--- config.mk ---
export PLATFORM = sky130hd
export DESIGN_NAME = lacr_regs
export DESIGN_NICKNAME = d
export VERILOG_FILES = /design/src/pkg/lacr_pkg.sv /design/src/design/lacr_regs.sv
export SDC_FILE = /design/constraint.sdc
export NUM_CORES = 1
export LEC_CHECK = 0
export BUFFER_PORTS_ARGS = -buffer_cell sky130_fd_sc_hd__clkbuf_2
export CAP_MARGIN = 10
export CORE_UTILIZATION = 48
export DETAILED_ROUTE_END_ITERATION = 10
export GPL_ROUTABILITY_DRIVEN = 0
export PLACE_DENSITY = 0.84
export SETUP_SLACK_MARGIN = 0.15
export SLEW_MARGIN = 20
export SYNTH_ARGS = -nofsm -noshare
export SYNTH_HDL_FRONTEND = slang
export SYNTH_SLANG_ARGS = --single-unit
--- constraint.sdc ---
create_clock -name clk_i -period 3.83 [get_ports clk_i]
set_clock_uncertainty 0.15 [all_clocks]
set_input_delay 0.1915 -clock clk_i [delete_from_list [all_inputs] [get_ports clk_i]]
set_output_delay 0.1915 -clock clk_i [all_outputs]
set_load 0.05 [all_outputs]
--- src/pkg/lacr_pkg.sv ---
// lacr_pkg: constants and carrier types for the legacy adapter compatibility registers.
// assumes an 8-bit host i/o port bus with 10-bit port addresses.
package lacr_pkg;

    // ------------------------------------------------------------------
    // port addresses
    // ------------------------------------------------------------------
    localparam logic [9:0] LACR_MONO_MODE_CONTROL_ADDR    = 10'h3b8;
    localparam logic [9:0] LACR_MONO_CRT_STATUS_ADDR      = 10'h3ba;
    localparam logic [9:0] LACR_GRAPHICS_PAGE_CONFIG_ADDR = 10'h3bf;
    localparam logic [9:0] LACR_COLOR_MODE_CONTROL_ADDR   = 10'h3d8;
    localparam logic [9:0] LACR_COLOR_PALETTE_SELECT_ADDR = 10'h3d9;
    localparam logic [9:0] LACR_COLOR_CRT_STATUS_ADDR     = 10'h3da;
    // middle digit of a wildcard port: b for mono, d for colour
    localparam logic [3:0] LACR_MID_MONO                  = 4'hb;
    localparam logic [3:0] LACR_MID_COLOR                 = 4'hd;

    // ------------------------------------------------------------------
    // field positions
    // ------------------------------------------------------------------
    localparam int LACR_EXT_COMPAT_EN_BIT = 6;
    localparam int LACR_EXT_400L_EN_BIT   = 7;
    localparam int LACR_MISC_COLOR_BIT    = 0;
    localparam int LACR_MONO_PAGE_BIT     = 7;
    localparam int LACR_MONO_BLINK_BIT    = 5;
    localparam int LACR_MONO_VIDEO_BIT    = 3;
    localparam int LACR_MONO_GFXOVR_BIT   = 1;
    localparam int LACR_MONO_HIRES_BIT    = 0;
    localparam int LACR_GPC_UPPER_BIT     = 1;
    localparam int LACR_GPC_GFX_BIT       = 0;
    localparam int LACR_CMC_BLINK_BIT     = 5;
    localparam int LACR_CMC_BW640_BIT     = 4;
    localparam int LACR_CMC_VIDEO_BIT     = 3;
    localparam int LACR_CMC_GFX320_BIT    = 1;
    localparam int LACR_CMC_TEXT80_BIT    = 0;
    localparam int LACR_CPS_PALSET_BIT    = 5;
    localparam int LACR_CPS_ALTSET_BIT    = 4;

    // ------------------------------------------------------------------
    // reset values and masks
    // ------------------------------------------------------------------
    localparam logic [7:0] LACR_REG_RESET = 8'h00;
    localparam logic [7:0] LACR_MONO_MASK = 8'hab;
    localparam logic [7:0] LACR_GPC_MASK  = 8'h03;
    localparam logic [7:0] LACR_CMC_MASK  = 8'h3f;
    localparam logic [7:0] LACR_CPS_MASK  = 8'h3f;

    // host i/o request
    typedef struct packed {
        logic       rd;
        logic       wr;
        logic [9:0] addr;
        logic [7:0] wdata;
    } lacr_io_req_t;

    // raster state from the crt timing logic
    typedef struct packed {
        logic vretrace;
        logic disp_en;
        logic pen_switch_closed;
        logic pen_latch;
    } lacr_raster_t;

    // decoded mode outputs
    typedef struct packed {
        logic       mono_page_b800;
        logic       mono_blink_en;
        logic       mono_video_en;
        logic       mono_hires;
        logic       mono_graphics;
        logic       mono_upper_page_en;
        logic       color_blink_en;
        logic       color_bw640;
        logic       color_video_en;
        logic       color_gfx320;
        logic       color_text80;
        logic       palette_alt_set;
        logic       palette_out_bit5;
        logic       palette_out_bit4;
        logic [3:0] color_irgb;
    } lacr_mode_t;

    // whole block state
    typedef struct packed {
        logic [7:0] mono_mode;
        logic [7:0] gpc;
        logic [7:0] cmc;
        logic [7:0] cps;
        logic [7:0] rdata;
        logic       rvalid;
        lacr_mode_t mode;
    } lacr_state_t;

endpackage
--- src/design/lacr_regs.sv ---
// lacr_regs: legacy adapter compatibility register bank (mode, colour select, status).
// assumes host i/o strobes one cycle wide, synchronous to clk_i; raster inputs synchronous.
//
// Notes on behaviour
// RULE1 - compatibility registers respond only while extension select bit 6 is set
// RULE2 - 400-line register also needs extension bit 7; that register lives elsewhere
// RULE3 - wildcard ports decode to 3Bx when misc bit 0 clear, 3Dx when set
// RULE4 - mono bit 7 picks page B800 only when mono bit 1 and graphics bit 0 set
// RULE5 - mono bit 3 enables video, bit 5 enables blink, bit 0 high resolution
// RULE6 - mono bit 1 clear blocks setting graphics-config bits, forcing text
// RULE7 - graphics-config register is write-only, two bits, active only in compat mode
// RULE8 - graphics-config bit 1 clear maps out upper page at B800
// RULE9 - graphics-config bit 0 clear forces text; set allows graphics, subject to override
// RULE10 - colour mode bit 5 enables blinking
// RULE11 - colour mode bit 4 selects 640 by 200 two-colour graphics
// RULE12 - colour mode bit 3 clear deactivates the video signal
// RULE13 - colour mode bit 1 selects 320x200 graphics, bit 0 selects 80x25 text
// RULE14 - colour select bit 5 picks which 320x200 palette set is used
// RULE15 - colour select bit 4 enables alternate set in graphics, background in text
// RULE16 - colour select bits 3..0 give border, background, or 640 foreground colour
// RULE17 - mono status bit 7 reads zero during vertical retrace
// RULE18 - mono status bit 3 reports video enabled
// RULE19 - status bit 0 reads zero during display enable, one during blanking
// RULE20 - colour status bit 3 reads one during vertical retrace
// RULE21 - colour status bit 2 reads zero when light-pen switch closed
// RULE22 - colour status bit 1 reads one while light-pen latch set
// RULE23 - status reads have no side effects; reserved bits read zero
`timescale 1ns/1ps
`default_nettype none

module lacr_regs
    import lacr_pkg::*;
(
    input  wire logic         clk_i,
    input  wire logic         resetn_i,
    input  wire lacr_io_req_t io_req_i,
    input  wire logic [7:0]   ext_video_select_reg_i,
    input  wire logic [7:0]   misc_output_i,
    input  wire lacr_raster_t raster_i,
    output logic [7:0]        io_rdata_o,
    output logic              io_rvalid_o,
    output lacr_mode_t        mode_o
);

    // ------------------------------------------------------------------
    // address decode
    // ------------------------------------------------------------------
    lacr_state_t s_q;
    lacr_state_t s_d;
    logic        compat_en;
    logic [3:0]  mid_sel;
    logic        hit_mono_mode;
    logic        hit_wild_status;
    logic        hit_gpc;
    logic        hit_cmc;
    logic        hit_cps;
    logic        is_color;
    logic [7:0]  mono_stat;
    logic [7:0]  color_stat;
    logic        gfx_ok;

    assign compat_en = ext_video_select_reg_i[LACR_EXT_COMPAT_EN_BIT]; // RULE1
    assign is_color  = misc_output_i[LACR_MISC_COLOR_BIT];
    assign mid_sel   = is_color ? LACR_MID_COLOR : LACR_MID_MONO; // RULE3

    // mode control and status sit at wildcard ports; the low digit selects which
    assign hit_mono_mode   = compat_en && !is_color
                             && io_req_i.addr == LACR_MONO_MODE_CONTROL_ADDR; // RULE3
    assign hit_cmc         = compat_en && is_color
                             && io_req_i.addr == LACR_COLOR_MODE_CONTROL_ADDR; // RULE3
    assign hit_wild_status = compat_en && io_req_i.addr[9:8] == LACR_MONO_CRT_STATUS_ADDR[9:8]
                             && io_req_i.addr[7:4] == mid_sel
                             && io_req_i.addr[3:0] == LACR_MONO_CRT_STATUS_ADDR[3:0]; // RULE3
    assign hit_gpc         = compat_en && io_req_i.addr == LACR_GRAPHICS_PAGE_CONFIG_ADDR; // RULE7
    assign hit_cps         = compat_en && io_req_i.addr == LACR_COLOR_PALETTE_SELECT_ADDR;
    // the 400-line port sits outside this bank and gates on LACR_EXT_400L_EN_BIT // RULE2

    // ------------------------------------------------------------------
    // status images, reserved bits zero
    // ------------------------------------------------------------------
    always_comb begin
        mono_stat = 8'h00; // RULE23
        mono_stat[7] = ~raster_i.vretrace; // RULE17
        mono_stat[3] = s_q.mono_mode[LACR_MONO_VIDEO_BIT]; // RULE18
        mono_stat[0] = ~raster_i.disp_en; // RULE19
        color_stat = 8'h00; // RULE23
        color_stat[3] = raster_i.vretrace; // RULE20
        color_stat[2] = ~raster_i.pen_switch_closed; // RULE21
        color_stat[1] = raster_i.pen_latch; // RULE22
        color_stat[0] = ~raster_i.disp_en; // RULE19
    end

    // ------------------------------------------------------------------
    // next state
    // ------------------------------------------------------------------
    always_comb begin
        s_d = s_q;
        s_d.rvalid = 1'b0;
        if (io_req_i.wr) begin
            if (hit_mono_mode) begin
                s_d.mono_mode = io_req_i.wdata & LACR_MONO_MASK; // RULE5
            end
            if (hit_gpc) begin
                // override clear prevents setting the config bits
                if (s_q.mono_mode[LACR_MONO_GFXOVR_BIT]) begin
                    s_d.gpc = io_req_i.wdata & LACR_GPC_MASK; // RULE6
                end else begin
                    s_d.gpc = LACR_REG_RESET; // RULE6
                end
            end
            if (hit_cmc) begin
                s_d.cmc = io_req_i.wdata & LACR_CMC_MASK;
            end
            if (hit_cps) begin
                s_d.cps = io_req_i.wdata & LACR_CPS_MASK;
            end
        end
        // status read only returns data; nothing else moves
        if (io_req_i.rd && hit_wild_status) begin
            s_d.rvalid = 1'b1;
            s_d.rdata  = is_color ? color_stat : mono_stat; // RULE23
        end

        gfx_ok = compat_en && s_d.mono_mode[LACR_MONO_GFXOVR_BIT]
                 && s_d.gpc[LACR_GPC_GFX_BIT]; // RULE9
        s_d.mode.mono_graphics      = gfx_ok; // RULE9
        s_d.mode.mono_page_b800     = gfx_ok && s_d.mono_mode[LACR_MONO_PAGE_BIT]; // RULE4
        s_d.mode.mono_upper_page_en = compat_en && s_d.gpc[LACR_GPC_UPPER_BIT]; // RULE8
        s_d.mode.mono_blink_en      = s_d.mono_mode[LACR_MONO_BLINK_BIT]; // RULE5
        s_d.mode.mono_video_en      = s_d.mono_mode[LACR_MONO_VIDEO_BIT]; // RULE5
        s_d.mode.mono_hires         = s_d.mono_mode[LACR_MONO_HIRES_BIT]; // RULE5
        s_d.mode.color_blink_en     = s_d.cmc[LACR_CMC_BLINK_BIT]; // RULE10
        s_d.mode.color_bw640        = s_d.cmc[LACR_CMC_BW640_BIT]; // RULE11
        s_d.mode.color_video_en     = s_d.cmc[LACR_CMC_VIDEO_BIT]; // RULE12
        s_d.mode.color_gfx320       = s_d.cmc[LACR_CMC_GFX320_BIT]; // RULE13
        s_d.mode.color_text80       = s_d.cmc[LACR_CMC_TEXT80_BIT]; // RULE13
        s_d.mode.palette_out_bit5   = s_d.cps[LACR_CPS_PALSET_BIT]; // RULE14
        s_d.mode.palette_out_bit4   = s_d.cps[LACR_CPS_ALTSET_BIT]; // RULE15
        s_d.mode.palette_alt_set    = s_d.cps[LACR_CPS_ALTSET_BIT]
                                      && (s_d.cmc[LACR_CMC_GFX320_BIT]
                                          || s_d.cmc[LACR_CMC_BW640_BIT]); // RULE15
        s_d.mode.color_irgb         = s_d.cps[3:0]; // RULE16
    end

    // ------------------------------------------------------------------
    // state register
    // ------------------------------------------------------------------
    always_ff @(posedge clk_i) begin
        if (!resetn_i) begin
            s_q <= '0;
        end else begin
            s_q <= s_d;
        end
    end

    assign io_rdata_o  = s_q.rdata;
    assign io_rvalid_o = s_q.rvalid;
    assign mode_o      = s_q.mode;
endmodule

`default_nettype wire

==> impl_metrics.csv <==
group,metric,value,unit
clocking,cts_buffer_depth,2,
worst_hold_path,min_path_type,"in -> reg",
global_routing,grt_pass1_vias,931,
critical_path,crit_chain,"clkbuf_2 -> or3b_1 -> nor4_4 -> mux2i_1 -> a2111oi_2",
critical_path,crit_path_top_delay_cell,"nor4_4",
layout,finalNetCount,218,
clocking,htree_levels,1,
timing,clock.fmax,547,MHz
layout,fin_area,0.00155,sq mm
drt,ant_nets,0,
global_routing,grtUsageTotal,18.7,%
logic_synthesis,synth_area_leaders,"dfxtp_1 42%, mux2i_1 16%, buf_4 15%, nor2_1 5.6%, and4b_1 3.0%",
global_routing,grt_pass1_wl,3930,um
critical_path,cp_top_family,"simple AND/OR/NAND/NOR gates",
pwr,p_total,456,uW
logic_synthesis,ys.flop_type,"dfxtp_1",
critical_path,reg2reg_depth,3,
critical_path,critPathLaunchType,"input pin",
logic_synthesis,yosysSeqAreaShare,41.8,%
critical_path,reg2reg_slack,2.73,ns
clocking,cts_setup_buffers,0,
timing,rsz0062_at_grt,"false",
layout,post-route-util,60.3,%
run_status,status,"finished, final reports clean",
critical_path,worstPathMaxFanout,6,
critical_path,r2r-end,"mode_o[17]$_SDFF_PN0_",
logic_synthesis,synth_top_cells_by_count,"28 x dfxtp_1, 26 x buf_4, 21 x mux2i_1, 20 x nor2_1, 5 x a21oi_1",
clocking,cts_resized,0,
critical_path,critPathBufInv,1,
drt,first_iter_violations,22,
layout,multi_input_area,573,sq um
timing,slew_headroom,50.4,%
logic_synthesis,synth.avg_cell_area,9.64,sq um
pwr,irDropWorstVdd,0.252,mV
pwr,power.leakage,0.694,nW
layout,syn_to_final_growth,15.5,%
logic_synthesis,synth_xor_xnor_area_share,0,%
pwr,power_density,295,mW/mm^2
logic_synthesis,synth_area,0.00134,sq mm
critical_path,critPathKind,"in -> reg",
critical_path,arrival,1.90,ns
timing,final.setup.tns,0,ns
floorplanning,pin_count,69,
critical_path,timing.rr.start,"s_q[52]$_SDFF_PN0_",
timing,fin_crit,1.83,ns
logic_synthesis,synth_compound_area_share,5.42,%
logic_synthesis,ys_seq_elements,28,
worst_hold_path,holdPathStages,3,
critical_path,cp_data_required_time,3.90,ns
logic_synthesis,synth_async_sr_flop_share,0,%
layout,drive_above_1_share,31.6,%
logic_synthesis,yosysTopAreaCellShare,41.8,%
logic_synthesis,syn_inst,139,
job,drv_cap,0,
worst_hold_path,hp-start,"io_req_i[0]",
timing,setup_violations,0,
layout,fillCellCount,259,
drt,via_per_inst,5.23,
clocking,clk_latency,0.32,ns
floorplanning,initial_core_util,52.2,%
clocking,cts.sinks,28,
placement,portBuffers,50,
timing,tightest_slew,0.743,ns
critical_path,critPathMaxStageDelay,0.58,ns
clocking,cts_root_buffer,"clkbuf_4",
global_routing,grt_max_degree,26,
logic_synthesis,synth.most_common_cell,"dfxtp_1",
clocking,numCtsBuffers,3,
logic_synthesis,ys_warn_count,0,
drt,dr.pass1.iters,4,
logic_synthesis,synth_cell_types,24,
floorplanning,dieArea,0.00301,sq mm
logic_synthesis,yosysTopAreaCell,"dfxtp_1",
logic_synthesis,synth_top_family_by_area,"simple AND/OR/NAND/NOR gates",
floorplanning,num_rows,18,
placement,placed_area,0.00143,sq mm
clocking,clk_pin_slew,0.14,ns
drt,vias,1066,
floorplanning,die_h,54.8,um
timing,finalHoldViolCount,0,
drt,drc,0,
logic_synthesis,synth-edff-count,0,
critical_path,end_kind,"flop",
layout,antenna-diode-count,0,
drt,post_drt_wl_per_cell,12.5,um
worst_hold_path,hold_end,"s_q[35]$_SDFFE_PN0P_",
timing,fin_hold_ws,0.0119,ns
logic_synthesis,synthAdderAreaFrac,0,%
clocking,cts_tree,"built",
logic_synthesis,synth-simple-area-share,20.8,%
floorplanning,coreArea,0.00257,sq mm
timing,slew_viol_final,0,
global_routing,grt_antenna_before_repair,0,
layout,seqCellArea,561,sq um
placement,dp_hpwl,1940,um
logic_synthesis,synthMuxAreaShare,15.7,%
global_routing,grt-ovfl-total,0,
timing,period_share,47.8,%
drt,drt_wl_total,2540,um
floorplanning,die_w,54.8,um
## metal layers
| layer | up-vias | GRT usage (%) | wire length, um |
|---|---|---|---|
| met5 | - | 0 | 0 |
| met4 | 0 | 7.69 | 29 |
| met3 | 4 | 2.50 | 151 |
| met2 | 40 | 34.3 | 1270 |
| met1 | 488 | 21.4 | 1090 |
| li1 | 534 | - | - |
## stage by stage
stage,setup WS [ns],instances
global route,1.86,204
floorplan,2.01,141
detailed placement,1.64,191
CTS,1.98,204
global placement,1.74,191
finish,2.00,204
## worst reg2reg max path: cells and delay by family, from the launching register on
kind,cells,cell delay [ns]
muxes,1,0.10
DFF,1,0.37
and+or+nand+nor,2,0.41
## area by class of cell
class                      instances  area share (%)
inverter                           1           0.243
tap                               30            2.43
sequential                        28            36.2
timing repair buffer              60            22.6
clock buffer                       3            1.46
multi-input combinational         82            37.0
## report_power, final
group,switching (mW),internal (mW)
registers,0.0000182,0.291
clock network,0.0808,0.0369
logic,0.0266,0.0209
total,0.107,0.349
## placed cells by master (no fill, tap or decap), drive strengths merged
master | Yosys | layout
a2111oi | 1 | 1
a21oi | 5 | 5
a311oi | 2 | 2
and2 | 2 | 2
and4b | 4 | 4
clkbuf | 4 | 53
conb | 1 | 3
dfxtp | 28 | 28
dlygate4sd3 | 0 | 10
inv | 1 | 1
mux2i | 21 | 21
nand2 | 2 | 2
nand3 | 2 | 2
nand4 | 2 | 2
nand4b | 4 | 4
nor2 | 20 | 20
nor3 | 4 | 4
nor4 | 3 | 3
nor4bb | 1 | 1
o21ai | 3 | 3
or3 | 1 | 1
or3b | 1 | 1
or4 | 1 | 1
## logic make-up after synthesis
logic type	after synthesis
flops	28
mux	21
buf+inv	31
other cells	1
compound gates	11
simple gates	47
## how the worst max path moves through the flow
stage / startpoint / endpoint / slack [ns] / cells past startpoint
after CTS: io_req_i[10] / mode_o[6]$_SDFF_PN0_ / 1.98 / 5
after floorplan: io_req_i[10] / mode_o[6]$_SDFF_PN0_ / 2.01 / 4
after detailed placement: io_req_i[10] / mode_o[6]$_SDFF_PN0_ / 1.64 / 5
final: io_req_i[10] / mode_o[6]$_SDFF_PN0_ / 2.00 / 5
after global placement: io_req_i[10] / mode_o[6]$_SDFF_PN0_ / 1.74 / 5
after global routing: io_req_i[10] / mode_o[6]$_SDFF_PN0_ / 1.86 / 5
## sequential cells by signal (all words and copies together) (netlist names)
| name | count |
|---|---|
| s_q | 17 |
| mode_o | 4 |
| io_rvalid_o | 1 |
| mono_stat | 1 |
| io_rdata_o | 5 |
## repair_timing
| action | in CTS | in global routing |
|---|---|---|
| setup endpoints to repair | 0 | 0 |
| hold buffers | 10 | 0 |
| endpoints found under the hold margin | 15 | 0 |
No activity file was read; power rests on OpenSTA's default activity.
